**config.mk**
```make
export PLATFORM = sky130hd
export DESIGN_NAME = ptc_regs
export DESIGN_NICKNAME = d
export VERILOG_FILES = /design/src/include/ptc_pkg.sv /design/src/rtl/ptc_regs.sv
export VERILOG_INCLUDE_DIRS = /design/src /design/src/include
export SDC_FILE = /design/constraint.sdc
export NUM_CORES = 1
export LEC_CHECK = 0
export ABC_AREA = 0
export BUFFER_PORTS_ARGS = -buffer_cell sky130_fd_sc_hd__buf_4
export CAP_MARGIN = 20
export CORE_MARGIN = 4
export CORE_UTILIZATION = 45
export DETAILED_ROUTE_END_ITERATION = 8
export GPL_TIMING_DRIVEN = 1
export HOLD_SLACK_MARGIN = 0.03
export PLACE_DENSITY = 0.62
export SLEW_MARGIN = 0
export SYNTH_ARGS = -nofsm -noshare
export SYNTH_HDL_FRONTEND = slang
export SYNTH_SLANG_ARGS = --single-unit
```
**constraint.sdc**
```tcl
create_clock -name clock -period 14 [get_ports clock]
set_input_delay 2.8 -clock clock [delete_from_list [all_inputs] [get_ports clock]]
set_output_delay 2.8 -clock clock [all_outputs]
set_load 0.03 [all_outputs]
```
**src/include/ptc_consts.svh**
```systemverilog
`ifndef PTC_CONSTS_SVH
`define PTC_CONSTS_SVH

// Serial bus slave address
`define PTC_DEV_ADDR 7'h23

// Register offsets
`define PTC_OFS_CTRL 8'h81
`define PTC_OFS_EMIT 8'h82
`define PTC_OFS_RATE 8'h84
`define PTC_OFS_FLAGS 8'h8C
`define PTC_OFS_RES_LO 8'h8D
`define PTC_OFS_RES_HI 8'h8E
`define PTC_OFS_IRQ 8'h8F
`define PTC_OFS_UP_LO 8'h90
`define PTC_OFS_UP_HI 8'h91
`define PTC_OFS_LO_LO 8'h92
`define PTC_OFS_LO_HI 8'h93
`define PTC_OFS_COMP_HI 8'h94
`define PTC_OFS_COMP_LO 8'h95
`define PTC_OFS_FILT 8'h9E

// Reset values
`define PTC_RST_CTRL 8'h00
`define PTC_RST_EMIT 8'h7F
`define PTC_RST_RATE 8'h02
`define PTC_RST_IRQ 8'h00
`define PTC_RST_UP 11'h7FF
`define PTC_RST_LO 11'h000
`define PTC_RST_COMP 11'h000
`define PTC_RST_FILT 4'h0

// Field positions
`define PTC_CTRL_ACTIVE 1:0
`define PTC_CTRL_GAIN 3:2
`define PTC_CTRL_SAT_EN 5
`define PTC_EMIT_FREQ 7:5
`define PTC_EMIT_DUTY 4:3
`define PTC_EMIT_CURR 2:0
`define PTC_IRQ_MODE 1:0
`define PTC_IRQ_POL 2
`define PTC_FILT_CNT 7:4
`define PTC_FLAG_IRQ 1
`define PTC_FLAG_NEW 0
`define PTC_HI_BITS 2:0
`define PTC_SAT_BIT 7

`endif

```
**src/include/ptc_pkg.sv**
```systemverilog
package ptc_pkg;

    // Serial slave states, Gray along the usual path
    typedef enum logic [3:0] {
        PTC_S_IDLE = 4'h0,
        PTC_S_ADDR = 4'h1,
        PTC_S_AACK = 4'h3,
        PTC_S_REG = 4'h2,
        PTC_S_RACK = 4'h6,
        PTC_S_WR = 4'h7,
        PTC_S_WACK = 4'h5,
        PTC_S_RD = 4'h4,
        PTC_S_MACK = 4'hC
    } ptc_state_t;

    // Emitter drive settings toward the LED driver
    typedef struct packed {
        logic [2:0] freq;
        logic [1:0] duty;
        logic [2:0] current;
    } ptc_emitter_t;

    // Measurement settings toward the front end
    typedef struct packed {
        logic enable;
        logic [1:0] gain;
        logic [3:0] rate;
    } ptc_meas_cfg_t;

endpackage : ptc_pkg

```
**src/rtl/ptc_regs.sv**
```systemverilog
`timescale 1ns/1ps
`default_nettype none
`include "ptc_consts.svh"

module ptc_regs
    import ptc_pkg::*;
#(
    parameter int RES_W = 11 // Result and limit width
) (
    input wire logic clock, // 25 MHz system clock
    input wire logic rst_n, // Asynchronous reset, active low
    input wire logic scl_i, // Serial clock level
    input wire logic sda_i, // Serial data level
    output logic sda_o, // Serial data drive level
    output logic sda_oe, // Serial data drive enable
    output logic int_o, // Interrupt pin drive level
    output logic int_oe, // Interrupt pin drive enable
    input wire logic raw_valid, // Raw result strobe
    input wire logic [RES_W-1:0] raw_data, // Raw proximity result
    input wire logic raw_sat, // Front end saturated
    output ptc_meas_cfg_t meas_cfg, // Enable, gain, interval
    output ptc_emitter_t emitter, // LED drive settings
    output logic [RES_W-1:0] result // Compensated result
);

    // Width check
    initial begin
        if (RES_W != 11) begin
            $error("ptc_regs: RES_W must be 11");
        end
    end

    // Reset synchroniser
    logic rst_meta_q;
    logic rst_sync_q;
    always_ff @(posedge clock or negedge rst_n) begin
        if (!rst_n) begin
            rst_meta_q <= 1'b0;
            rst_sync_q <= 1'b0;
        end else begin
            rst_meta_q <= 1'b1;
            rst_sync_q <= rst_meta_q;
        end
    end

    // Register storage
    logic [7:0] ctrl_q; // Sensing control
    logic [7:0] emit_q; // Emitter drive
    logic [7:0] rate_q; // Repeat interval
    logic [7:0] irq_q; // Interrupt pin setup
    logic [RES_W-1:0] up_q; // Upper limit
    logic [RES_W-1:0] lo_q; // Lower limit
    logic [RES_W-1:0] comp_q; // Compensation value
    logic [3:0] filt_q; // Out-of-range count setting
    logic [RES_W-1:0] res_q; // Readable result
    logic res_sat_q; // Readable saturation flag
    logic [RES_W-1:0] pend_q; // Result held aside
    logic pend_sat_q; // Saturation held aside
    logic pend_vld_q; // Held result waiting
    logic new_q; // New data flag
    logic irq_flag_q; // Interrupt status flag
    logic [3:0] run_q; // Consecutive outliers seen

    // Serial slave state
    ptc_state_t state_q;
    logic scl_q; // Previous clock level
    logic sda_q; // Previous data level
    logic [3:0] bit_q; // Bit counter
    logic [7:0] shift_q; // Receive shifter
    logic [7:0] tx_q; // Transmit shifter
    logic [7:0] ptr_q; // Register pointer
    logic rw_q; // Read transfer
    logic mack_q; // Master acknowledged
    logic wr_q; // Write pulse
    logic [7:0] wdata_q; // Write data
    logic rd_q; // Read pulse
    logic [7:0] rptr_q; // Address of read
    logic oe_q; // Data drive enable

    // Bus condition detection
    logic scl_rise;
    logic scl_fall;
    logic start_c;
    logic stop_c;
    logic lock;
    assign scl_rise = scl_i & ~scl_q;
    assign scl_fall = ~scl_i & scl_q;
    assign start_c = scl_i & scl_q & sda_q & ~sda_i;
    assign stop_c = scl_i & scl_q & ~sda_q & sda_i;
    assign lock = (state_q != PTC_S_IDLE);

    // Read multiplexer
    logic [7:0] rdata;
    always_comb begin
        rdata = 8'h00;
        case (ptr_q)
            `PTC_OFS_CTRL: rdata = ctrl_q;
            `PTC_OFS_EMIT: rdata = emit_q;
            `PTC_OFS_RATE: rdata = rate_q;
            `PTC_OFS_FLAGS: rdata = {6'h00, irq_flag_q, new_q};
            `PTC_OFS_RES_LO: rdata = res_q[7:0];
            `PTC_OFS_RES_HI: rdata = {res_sat_q, 4'h0, res_q[10:8]};
            `PTC_OFS_IRQ: rdata = irq_q;
            `PTC_OFS_UP_LO: rdata = up_q[7:0];
            `PTC_OFS_UP_HI: rdata = {5'h00, up_q[10:8]};
            `PTC_OFS_LO_LO: rdata = lo_q[7:0];
            `PTC_OFS_LO_HI: rdata = {5'h00, lo_q[10:8]};
            `PTC_OFS_COMP_HI: rdata = {5'h00, comp_q[10:8]};
            `PTC_OFS_COMP_LO: rdata = comp_q[7:0];
            `PTC_OFS_FILT: rdata = {filt_q, 4'h0};
            default: rdata = 8'h00; // Unmapped reads zero
        endcase
    end

    // Line history for edge detection
    always_ff @(posedge clock or negedge rst_sync_q) begin
        if (!rst_sync_q) begin
            scl_q <= 1'b1;
            sda_q <= 1'b1;
        end else begin
            scl_q <= scl_i;
            sda_q <= sda_i;
        end
    end

    // Serial slave sequencer
    always_ff @(posedge clock or negedge rst_sync_q) begin
        if (!rst_sync_q) begin
            state_q <= PTC_S_IDLE;
            bit_q <= 4'h0;
            shift_q <= 8'h00;
            tx_q <= 8'h00;
            ptr_q <= 8'h00;
            rw_q <= 1'b0;
            mack_q <= 1'b0;
            wr_q <= 1'b0;
            wdata_q <= 8'h00;
            rd_q <= 1'b0;
            rptr_q <= 8'h00;
            oe_q <= 1'b0;
        end else begin
            wr_q <= 1'b0;
            rd_q <= 1'b0;
            if (start_c) begin
                // Start or repeated start
                state_q <= PTC_S_ADDR;
                bit_q <= 4'h0;
                oe_q <= 1'b0;
            end else if (stop_c) begin
                // Stop ends every transfer
                state_q <= PTC_S_IDLE;
                oe_q <= 1'b0;
            end else begin
                case (state_q)
                    PTC_S_IDLE: begin
                        oe_q <= 1'b0;
                    end
                    PTC_S_ADDR, PTC_S_REG, PTC_S_WR: begin
                        // Shift in eight bits, act on the eighth fall
                        if (scl_rise && bit_q < 4'h8) begin
                            shift_q <= {shift_q[6:0], sda_i};
                            bit_q <= bit_q + 4'h1;
                        end else if (scl_fall && bit_q == 4'h8) begin
                            bit_q <= 4'h0;
                            if (state_q == PTC_S_ADDR) begin
                                if (shift_q[7:1] == `PTC_DEV_ADDR) begin
                                    rw_q <= shift_q[0];
                                    oe_q <= 1'b1;
                                    state_q <= PTC_S_AACK;
                                end else begin
                                    state_q <= PTC_S_IDLE; // Not ours
                                end
                            end else if (state_q == PTC_S_REG) begin
                                ptr_q <= shift_q;
                                oe_q <= 1'b1;
                                state_q <= PTC_S_RACK;
                            end else begin
                                wr_q <= 1'b1;
                                wdata_q <= shift_q;
                                oe_q <= 1'b1;
                                state_q <= PTC_S_WACK;
                            end
                        end
                    end
                    PTC_S_AACK: begin
                        // End of address acknowledge
                        if (scl_fall) begin
                            if (rw_q) begin
                                tx_q <= rdata;
                                rd_q <= 1'b1;
                                rptr_q <= ptr_q;
                                oe_q <= ~rdata[7];
                                state_q <= PTC_S_RD;
                            end else begin
                                oe_q <= 1'b0;
                                state_q <= PTC_S_REG;
                            end
                        end
                    end
                    PTC_S_RACK: begin
                        if (scl_fall) begin
                            oe_q <= 1'b0;
                            state_q <= PTC_S_WR;
                        end
                    end
                    PTC_S_WACK: begin
                        // Pointer advances after each written byte
                        if (scl_fall) begin
                            oe_q <= 1'b0;
                            ptr_q <= ptr_q + 8'h01;
                            state_q <= PTC_S_WR;
                        end
                    end
                    PTC_S_RD: begin
                        // Drive bits out on each falling edge
                        if (scl_rise) begin
                            bit_q <= bit_q + 4'h1;
                        end else if (scl_fall) begin
                            if (bit_q == 4'h8) begin
                                bit_q <= 4'h0;
                                oe_q <= 1'b0;
                                ptr_q <= ptr_q + 8'h01;
                                state_q <= PTC_S_MACK;
                            end else begin
                                tx_q <= {tx_q[6:0], 1'b0};
                                oe_q <= ~tx_q[6];
                            end
                        end
                    end
                    PTC_S_MACK: begin
                        // Master ack continues, nack ends
                        if (scl_rise) begin
                            mack_q <= ~sda_i;
                        end else if (scl_fall) begin
                            if (mack_q) begin
                                tx_q <= rdata;
                                rd_q <= 1'b1;
                                rptr_q <= ptr_q;
                                oe_q <= ~rdata[7];
                                state_q <= PTC_S_RD;
                            end else begin
                                state_q <= PTC_S_MACK; // Hold read lock until stop
                            end
                        end
                    end
                    default: begin
                        state_q <= PTC_S_IDLE;
                        oe_q <= 1'b0;
                    end
                endcase
            end
        end
    end

    // Register writes
    always_ff @(posedge clock or negedge rst_sync_q) begin
        if (!rst_sync_q) begin
            ctrl_q <= `PTC_RST_CTRL;
            emit_q <= `PTC_RST_EMIT;
            rate_q <= `PTC_RST_RATE;
            irq_q <= `PTC_RST_IRQ;
            up_q <= `PTC_RST_UP;
            lo_q <= `PTC_RST_LO;
            comp_q <= `PTC_RST_COMP;
            filt_q <= `PTC_RST_FILT;
        end else if (wr_q) begin
            case (ptr_q)
                `PTC_OFS_CTRL: ctrl_q <= wdata_q;
                `PTC_OFS_EMIT: emit_q <= wdata_q;
                `PTC_OFS_RATE: rate_q <= wdata_q;
                `PTC_OFS_IRQ: irq_q <= {5'h00, wdata_q[2:0]};
                `PTC_OFS_UP_LO: up_q[7:0] <= wdata_q;
                `PTC_OFS_UP_HI: up_q[10:8] <= wdata_q[`PTC_HI_BITS];
                `PTC_OFS_LO_LO: lo_q[7:0] <= wdata_q;
                `PTC_OFS_LO_HI: lo_q[10:8] <= wdata_q[`PTC_HI_BITS];
                `PTC_OFS_COMP_HI: comp_q[10:8] <= wdata_q[`PTC_HI_BITS];
                `PTC_OFS_COMP_LO: comp_q[7:0] <= wdata_q;
                `PTC_OFS_FILT: filt_q <= wdata_q[`PTC_FILT_CNT];
                default: ; // Read-only and unmapped ignored
            endcase
        end
    end

    // Compensation and window compare
    logic active;
    logic [RES_W-1:0] comp_val;
    logic sat_val;
    logic outlier;
    assign active = (ctrl_q[`PTC_CTRL_ACTIVE] == 2'b11);
    // Floor at zero when the offset exceeds the raw value
    assign comp_val = (raw_data > comp_q) ? (raw_data - comp_q) : '0;
    assign sat_val = raw_sat & ctrl_q[`PTC_CTRL_SAT_EN];
    assign outlier = (comp_val > up_q) || (comp_val < lo_q);

    // Result holding with read lock
    always_ff @(posedge clock or negedge rst_sync_q) begin
        if (!rst_sync_q) begin
            res_q <= '0;
            res_sat_q <= 1'b0;
            pend_q <= '0;
            pend_sat_q <= 1'b0;
            pend_vld_q <= 1'b0;
        end else if (raw_valid && active) begin
            if (lock) begin
                pend_q <= comp_val;
                pend_sat_q <= sat_val;
                pend_vld_q <= 1'b1;
            end else begin
                res_q <= comp_val;
                res_sat_q <= sat_val;
                pend_vld_q <= 1'b0;
            end
        end else if (pend_vld_q && !lock) begin
            res_q <= pend_q;
            res_sat_q <= pend_sat_q;
            pend_vld_q <= 1'b0;
        end
    end

    // New data flag, set wins over read clear
    logic res_load;
    assign res_load = (raw_valid && active && !lock) || (pend_vld_q && !lock);
    always_ff @(posedge clock or negedge rst_sync_q) begin
        if (!rst_sync_q) begin
            new_q <= 1'b0;
        end else if (res_load) begin
            new_q <= 1'b1;
        end else if (rd_q && rptr_q == `PTC_OFS_RES_HI) begin
            new_q <= 1'b0;
        end
    end

    // Out-of-range run counter and interrupt flag
    always_ff @(posedge clock or negedge rst_sync_q) begin
        if (!rst_sync_q) begin
            run_q <= 4'h0;
            irq_flag_q <= 1'b0;
        end else begin
            if (raw_valid && active) begin
                if (!outlier) begin
                    run_q <= 4'h0;
                end else if (run_q >= filt_q) begin
                    irq_flag_q <= 1'b1;
                end else begin
                    run_q <= run_q + 4'h1;
                end
            end
            // Reading the flags clears the interrupt unless it is set now
            if (rd_q && rptr_q == `PTC_OFS_FLAGS &&
                !(raw_valid && active && outlier && run_q >= filt_q)) begin
                irq_flag_q <= 1'b0;
            end
        end
    end

    // Output pins and settings
    always_ff @(posedge clock or negedge rst_sync_q) begin
        if (!rst_sync_q) begin
            sda_o <= 1'b0;
            sda_oe <= 1'b0;
            int_o <= 1'b0;
            int_oe <= 1'b0;
            meas_cfg <= '0;
            emitter <= '0;
            result <= '0;
        end else begin
            sda_o <= 1'b0;
            sda_oe <= oe_q;
            int_oe <= (irq_q[`PTC_IRQ_MODE] != 2'b00);
            int_o <= irq_q[`PTC_IRQ_POL] ? irq_flag_q : ~irq_flag_q;
            meas_cfg.enable <= active;
            meas_cfg.gain <= ctrl_q[`PTC_CTRL_GAIN];
            meas_cfg.rate <= rate_q[3:0];
            emitter.freq <= emit_q[`PTC_EMIT_FREQ];
            emitter.duty <= emit_q[`PTC_EMIT_DUTY];
            emitter.current <= emit_q[`PTC_EMIT_CURR];
            result <= res_q;
        end
    end

endmodule : ptc_regs
`default_nettype wire

```
=== Yosys cells after proc, flatten, opt, wreduce, memory -nomap -nowiden ===
Index checks and enable logic that the tools add are counted.
Widths: inputs -> output; s select.

* Word-level logic and storage cells: 286
* Bits in registers: 180
* Output and inout port bits: 30
* Input port bits: 17

* Magnitude comparators: 5
* Reduce and logical (&&, ||, !) cells: 53
* Bitwise operators: 20
* $add $sub $neg: 4
* Muxes and demuxes: 100
* Equal/unequal tests: 59

{| class="wikitable"
|+ Operators by type and width
! operator !! count
|-
| $eq 8x8->1 const B || 16
|-
| $pmux 8 s14 || 1
|-
| $mux 8 || 13
|-
| $mux 4 || 22
|-
| $mux 7 || 8
|-
| $ne 4x4->1 const B || 12
|-
| $mux 11 || 4
|-
| $mux 1 || 42
|-
| $ne 2x2->1 const B || 17
|-
| $reduce_and 2->1 || 14
|-
| $pmux 4 s6 || 1
|-
| $pmux 8 s3 || 1
|-
| $gt 11x11->1 || 2
|-
| $reduce_and 11->1 || 2
|-
| $pmux 7 s3 || 1
|-
| $reduce_and 10->1 || 2
|-
| $eq 4x3->1 const B || 4
|-
| $pmux 8 s2 || 1
|-
| $reduce_and 7->1 || 2
|-
| $reduce_bool 2->1 || 7
|-
| $not 1->1 || 12
|-
| $lt 11x11->1 || 1
|-
| $sub 11x11->11 || 1
|-
| $logic_and 1x1->1 || 10
|-
| other kinds (29) || 45
|}

=== Depth between registers and ports, before layout ===
Gate-level depths: netlist of the first run.

* Depth in word-level cells: 10
* Depth in mapped cells: 16
* Depth with buffers taken out: 16

=== Least setup slack after synthesis of the first run ===
OpenSTA, ideal clock, no wires.

* Path kind: input to register
* Start point: input raw_data[4]
* End point: register run_q[0]
* Cell stages on the path: 14
* Setup slack: 7852 ps
* Data arrival time: 6003 ps
* Cell sequence: ha_1 > a211o_1 > a21oi_1 > a21oi_1 > o21ai_1 > clkbuf_1 > nor2_1 > ha_1 > nand4_1 > or4_1 > o21ai_0 > o2bb2ai_1 > a311oi_1 > o22ai_1

* Cells in the longest elaborated chain, start to end: 6

{| class="wikitable"
|+ RTL lines
! item !! line !! text
|-
| from (decl) || ptc_regs.sv:19 || <nowiki>input wire logic [RES_W-1:0] raw_data,</nowiki>
|-
| $gt 11x11->1 * || ptc_regs.sv:291 || <nowiki>assign comp_val = (raw_data > comp_q) ? (raw_data - comp_q) : '0;</nowiki>
|-
| $mux 11 * || ptc_regs.sv:291 ||
|-
| net comp_val[3] || ptc_regs.sv:286 || <nowiki>logic [RES_W-1:0] comp_val;</nowiki>
|-
| $gt 11x11->1 or $lt 11x11->1 (tied branches) || ptc_regs.sv:293 || <nowiki>assign outlier = (comp_val > up_q) || (comp_val < lo_q);</nowiki>
|-
| $logic_or 1x1->1 * || ptc_regs.sv:293 ||
|-
| $ne 2x2->1 (no source line) || -- ||
|-
| $reduce_and 2->1 (no source line) || -- ||
|-
| to (signal assigned) || ptc_regs.sv:345 || <nowiki>run_q <= run_q + 4'h1;</nowiki>
|-
| to (decl) || ptc_regs.sv:62 || <nowiki>logic [3:0] run_q;</nowiki>
|}

The timed path passes the listed nets; every way through them passes the cells marked *.
A chain may end at the register's enable or synchronous reset.

=== Worst setup path in the final report of the first run ===
* Start point: input raw_data[4]
* End point: register run_q[0]

* Cells in the longest elaborated chain, start to end: 6

{| class="wikitable"
|+ RTL lines
! item !! line
|-
| $sub 11x11->11 or $gt 11x11->1 (tied branches) || ptc_regs.sv:291
|-
| $mux 11 * || ptc_regs.sv:291
|-
| net comp_val[8] || ptc_regs.sv:286
|-
| $gt 11x11->1 or $lt 11x11->1 (tied branches) || ptc_regs.sv:293
|-
| $logic_or 1x1->1 * || ptc_regs.sv:293
|-
| $ne 2x2->1 (no source line) || --
|-
| $reduce_and 2->1 (no source line) || --
|}

Marks and branches as above.

==> impl_metrics.ini, run 1 <==
[die]
io_pins = 47
core-area_um2 = 21100
core.rowCount = 53
die_y_um = 155
dieArea_um2 = 23900
die_width_um = 155
initial_core_util_pct = 45.9

[synth]
synth_seq_area_share_pct = 46.8
synth_top_area_share_pct = 41.1
syn_avg_cell_area_um2 = 10.4
ys_warn_count = 0
syn_nets = 998
ys_types = 79
synth_area_leaders = dfrtp_1, mux2_2, ha_1
synth_top_cell_by_area = dfrtp_1
ys_seq_elements = 180
yosys_most_used_dff = dfrtp_1
ys_async_sr_fraction_pct = 100
synthCells = 933
mappedNetlistArea_um2 = 9670
synth_edf_count = 0

[timing]
clock.fmax_mhz = 150
slew_viol_final = 0
post-route-period-util_pct = 47.6
final.setup_skew_ps = 10.5
max_slew_margin_pct = 32.4
fin_ws_ps = 7330
rsz0062_at_grt = no
tns_ps = 0
setup_violations = 0
tightest_slew_ps = 1010
period_minus_slack_ps = 6670
final_hold_viol_count = 0

[place]
pre_cts_ws_ps = 6960
io_buffers = 45
globalplace.congestion = 0.908
place_hpwl_um = 18900

[cells_and_area]
fin_nets = 1024
area_growth_pct = 12.2
diodes = 0
drive_gt1_share_pct = 21.4
fillers = 1945

[routing]
drt_pre_antenna_iters = 9
ant_nets = 0
wl_per_cell_um = 21.0
wl_um = 26200
drc = 0
routed_via_density = 5.93
first_iter_violations = 504
via_count = 7397

[run]
max_cap_viol_count = 0

[power_and_ir_drop]
peakVddDrop_mv = 0.0763
pwr-share-clk_pct = 45.0
p_switching_uw = 261
p_int_uw = 863
p_leak_nw = 4.88
sw_frac_of_total_pct = 23.2
power_per_cell_area_nw_per_um2 = 104
seqPwrFrac_pct = 47.6
p_comb_share_pct = 7.4

[worst_setup_path]
crit_type = in2reg
worstSetupStartpointType = primary input
crit_fanout = 15
cp_data_arrival_time_ps = 6950
cp-startpoint = raw_data[4]
crit_path_end_kind = register
worst_r2r_startpoint = comp_q[4]$_DFFE_PN0P_
critPathRequiredTime_ps = 14290

[grt]
grt_overflow = 0
grt_pass1_wl_um = 41500
antenna_found_initial = 0
grt_pass1_vias = 7251
grt_max_degree = 71
grt.total_usage_pct = 22.2

[clock_tree]
cts_tree = done
cts_root_buffer = clkbuf_16
clk_pin_slew_worst_paths_ps = 70
postCtsSetupBuffers = 0
post_cts_resized = 0
cts_made_buffers = 17
clock_path_buffers = 2
clk_latency_ps = 430
h-tree-depth = 4
postCtsHoldBufs = 0
cts_sinks = 180

[hold_path]
hold_start = rst_meta_q$_DFF_PN0_
min_path_type = reg2reg

[status]
status = completed
## layout make-up
class / count / area, µm² / area share (%)
Clock buffer: 21 / 450 / 4.15
Timing Repair Buffer: 51 / 383 / 3.53
Clock inverter: 11 / 176 / 1.63
Inverter: 61 / 229 / 2.11
Tap cell: 275 / 344 / 3.17
Sequential cell: 180 / 4530 / 41.8
Multi-Input combinational cell: 648 / 4730 / 43.6
## cells in the mapped netlist (3+ instances only)
master and number:
o211ai_1 3, a32oi_1 3, mux2_2 91, nor2b_1 8, a31oi_1 5, o22ai_1 11
ha_1 47, a211oi_1 9, o31ai_1 12, a22o_1 6, a222oi_1 5, xnor2_1 7
a2bb2oi_1 3, nand4_1 8, o21ai_0 41, and2_1 5, dfrtp_1 159, xor2_1 3
a21oi_1 53, and3_1 14, a21boi_0 3, nand2b_1 12, clkbuf_1 34, or3_1 5
nor3_1 12, o21a_1 10, o21ai_1 10, a22oi_1 15, nand3_1 30, or4_1 3
nand2_1 78, nand3b_1 7, o2bb2ai_1 3, inv_1 61, a311oi_1 4, mux2i_1 11
a21o_1 10, buf_2 6, dfstp_2 21, o221ai_1 5, nor2_1 47
## routing by layer
layer  up-vias  GRT usage, %  share of wire (%)
li1       3439             -                  -
met1      3691          31.6                 46
met2       220          33.7                 46
met3        47          5.12                5.5
met4         0          7.53                2.7
met5         -             0                  0
## per-stage QoR
step | hold slack (ps) | power [mW] | cells | cell area (µm²) | util, %
final | 357 | 1.12 | 1247 | 10800 | 51.4
after global routing | 371 | 1.17 | 1247 | 10800 | 51.4
after CTS | 360 | 1.14 | 1246 | 10800 | 51.4
after detailed placement | 343 | 0.628 | 1214 | 10200 | 48.4
after global placement | 333 | 0.627 | 1214 | 10200 | 48.4
after floorplan | 331 | 0.602 | 933 | 9670 | -
## worst paths after layout
| path | endpoint | cells past startpoint | slack, ps |
|---|---|---|---|
| max in group asynchronous | rst_sync_q$_DFF_PN0_ | 1 | 11770 |
| worst max register to register | run_q[0]$_DFFE_PN0P_ | 14 | 9350 |
| worst min-delay path | rst_sync_q$_DFF_PN0_ | 0 | 360 |
| worst min register to register | rst_sync_q$_DFF_PN0_ | 0 | 360 |
| min in group asynchronous | emitter[7]$_DFF_PN0_ | 0 | 370 |
| worst max-delay path | run_q[0]$_DFFE_PN0P_ | 14 | 7330 |
## power by group through the flow
stage / clock network (mW) / logic, mW / registers (mW)
final: 0.507 / 0.0829 / 0.535
after global routing: 0.540 / 0.0942 / 0.537
after CTS: 0.519 / 0.0835 / 0.535
after detailed placement: 0 / 0.0830 / 0.545
after global placement: 0 / 0.0826 / 0.545
after floorplan: 0 / 0.0567 / 0.545
## sequential cells by signal, indices dropped and copies added (netlist names), 4 cells and up
register	cells
bit_q	4
comp_q	11
ctrl_q	8
emit_q	8
emitter	8
filt_q	4
lo_q	11
meas_cfg	7
pend_q	11
ptr_q	8
rate_q	8
res_q	11
result	11
rptr_q	8
run_q	4
shift_q	8
state_q	4
tx_q	7
up_q	11
wdata_q	8
## logic make-up (layout without fill, tap and decap cells)
logic type               count (synthesis)  after routing  synth area share [%]
AND/OR/NAND/NOR                        251            251                  13.5
multiplexers                           104            104                  12.0
adder cells (fa/ha/maj)                 49             49                  6.39
AO/OA/AOI/OAI                          232            232                  16.1
other                                    2              2                0.0776
flip-flops                             180            180                  46.8
buffers and inverters                  105            144                  4.23
XOR/XNOR                                10             10                 0.906
## layout by cell type, fill, tap and decap left out, types with 4 or more instances in the layout
cell type | Yosys | routed
dfrtp_1 | 159 | 158
mux2_2 | 91 | 91
nand2_1 | 78 | 78
inv_1 | 61 | 61
a21oi_1 | 53 | 53
buf_4 | 2 | 51
nor2_1 | 47 | 47
ha_1 | 47 | 47
o21ai_0 | 41 | 41
nand3_1 | 30 | 30
dfstp_2 | 21 | 21
clkbuf_16 | 0 | 17
a22oi_1 | 15 | 15
and3_1 | 14 | 14
nor3_1 | 12 | 12
nand2b_1 | 12 | 12
o31ai_1 | 12 | 12
mux2i_1 | 11 | 11
o22ai_1 | 11 | 11
o21ai_1 | 10 | 10
a21o_1 | 10 | 10
o21a_1 | 10 | 10
a211oi_1 | 9 | 9
nand4_1 | 8 | 8
nor2b_1 | 8 | 8
nand3b_1 | 7 | 7
xnor2_1 | 7 | 7
a22o_1 | 6 | 6
or3_1 | 5 | 5
a31oi_1 | 5 | 5
and2_1 | 5 | 5
o221ai_1 | 5 | 5
a222oi_1 | 5 | 5
a311oi_1 | 4 | 4
bufinv_16 | 0 | 4
## critical path, stage by stage
cell	delay [ps]
buf_4	110
ha_1	360
a211o_1	330
a21oi_1	350
a21oi_1	170
o21ai_1	800
nor2_1	240
ha_1	370
nand2_1	80
or4_1	500
o21ai_0	100
o2bb2ai_1	130
a311oi_1	480
o22ai_1	120
Power figures use the tool's default switching activity.
==> run 2: changes to the inputs <==
==> constraint.sdc (replaced) <==
create_clock -name clock -period 6.48 [get_ports clock]
set_input_delay 1.296 -clock clock [delete_from_list [all_inputs] [get_ports clock]]
set_output_delay 1.296 -clock clock [all_outputs]
set_load 0.03 [all_outputs]
==> impl_metrics.ini, run 2 (synthesized netlist as in run 1, its figures left out) <==
[timing]
clock.fmax_mhz = 216
max_slew_margin_pct = 33.1
tightest_slew_ps = 1000
final_hold_viol_count = 0
tns_ps = 0
setup_violations = 0
slew_viol_final = 0
final.setup_skew_ps = 10.0
post-route-period-util_pct = 71.3
period_minus_slack_ps = 4620
rsz0062_at_grt = no
holdWs_ps = 355
fin_ws_ps = 1860

[clock_tree]
cts_root_buffer = clkbuf_16
clk_pin_slew_worst_paths_ps = 70
post_cts_resized = 0
cts_made_buffers = 17
cts_tree = done
clk_latency_ps = 440
cts_sinks = 180
postCtsHoldBufs = 0
postCtsSetupBuffers = 0
clock_path_buffers = 2
h-tree-depth = 4

[hold_path]
min_path_type = reg2reg

[grt]
antenna_found_initial = 0
grt_pass1_wl_um = 41400
grt_max_degree = 71
grt.total_usage_pct = 22.2
grt_overflow = 0
grt_pass1_vias = 7089

[place]
post_dp_cell_area_um2 = 10200
io_buffers = 45
dp_cells = 1215
place_hpwl_um = 19000
pre_cts_ws_ps = 1470
globalplace.congestion = 0.937

[worst_setup_path]
worstSetupStartpointType = primary input
timing.reg2reg.setup_slack_ps = 2350
cp_data_arrival_time_ps = 4920
crit_type = in2reg
critPathRequiredTime_ps = 6770
crit_fanout = 6
crit_path_end_kind = register

[die]
initial_core_util_pct = 45.9
dieArea_um2 = 23900
io_pins = 47
core-area_um2 = 21100
die_y_um = 155
die_width_um = 155
core.rowCount = 53

[cells_and_area]
most-common-layout-cells = dfrtp_1, mux2_2, nand2_1
final_core_util_pct = 51.3
fillers = 1919
stdcell_area_um2 = 10800
final_cells = 1248
area_growth_pct = 11.9
final_common_cell = dfrtp_1
fin_nets = 1025
drive_gt1_share_pct = 21.8
diodes = 0

[power_and_ir_drop]
totalPowerFinal_mw = 2.39
peakVddDrop_mv = 0.150
p_leak_nw = 4.86
power_per_cell_area_nw_per_um2 = 220

[routing]
drt_pre_antenna_iters = 5
wl_um = 26200
routed_via_density = 5.95
drc = 0
first_iter_violations = 635
ant_nets = 0
wl_per_cell_um = 21.0
via_count = 7422

[status]
status = completed

[run]
max_cap_viol_count = 0
## run 2: changes by cell type in the layout (fill, tap and decap cells not counted), sizes merged
cell | previous run | this run
buf | 51 | 52
bufinv | 4 | 2
clkbuf | 21 | 17
clkinv | 4 | 2
clkinvlp | 1 | 5
inv | 63 | 67
## run 2: report_power, final
group	leakage [nW]	total, mW	switching, mW	internal, mW
Clock	0.278	1.05	0.472	0.579
Combinational	2.19	0.180	0.108	0.0719
Sequential	2.40	1.16	0.0216	1.13
## run 2: layout make-up
class / count / area [µm²] / share of cell area (%)
Inverter: 61 / 229 / 2.11
Timing Repair Buffer: 52 / 390 / 3.61
Clock inverter: 15 / 171 / 1.58
Clock buffer: 17 / 425 / 3.93
Multi-Input combinational cell: 648 / 4730 / 43.7
Sequential cell: 180 / 4530 / 41.9
Tap cell: 275 / 344 / 3.18
## run 2: metal layers
metal,global-route usage [%],part of all wire [%],vias up
met5,0,0,-
met4,7.19,2.7,0
met3,4.87,5.8,35
met2,32.7,45,246
met1,32.8,47,3704
li1,-,-,3437
## run 2: worst paths after layout
| path | start | to | cells past startpoint |
|---|---|---|---|
| worst max-delay path | raw_data[4] | run_q[0]$_DFFE_PN0P_ | 15 |
| worst min-delay path | rst_meta_q$_DFF_PN0_ | rst_sync_q$_DFF_PN0_ | 0 |
| worst max register to register | comp_q[4]$_DFFE_PN0P_ | run_q[0]$_DFFE_PN0P_ | 15 |
| worst min register to register | rst_meta_q$_DFF_PN0_ | rst_sync_q$_DFF_PN0_ | 0 |
| max in group asynchronous | rst_sync_q$_DFF_PN0_ | pend_q[0]$_DFFE_PN0P_ | 1 |
| min in group asynchronous | rst_sync_q$_DFF_PN0_ | meas_cfg[2]$_DFF_PN0_ | 0 |
## run 2: critical path, cell delays in order
cell and delay, ps:
buf_4 110, ha_1 370, a211o_1 320, a21oi_1 360
a21oi_1 170, o21a_1 230, nand3_1 210, inv_1 100
ha_1 300, nand4_1 130, or4_1 490, o21ai_0 110
o2bb2ai_1 130, a311oi_1 460, o22ai_1 120
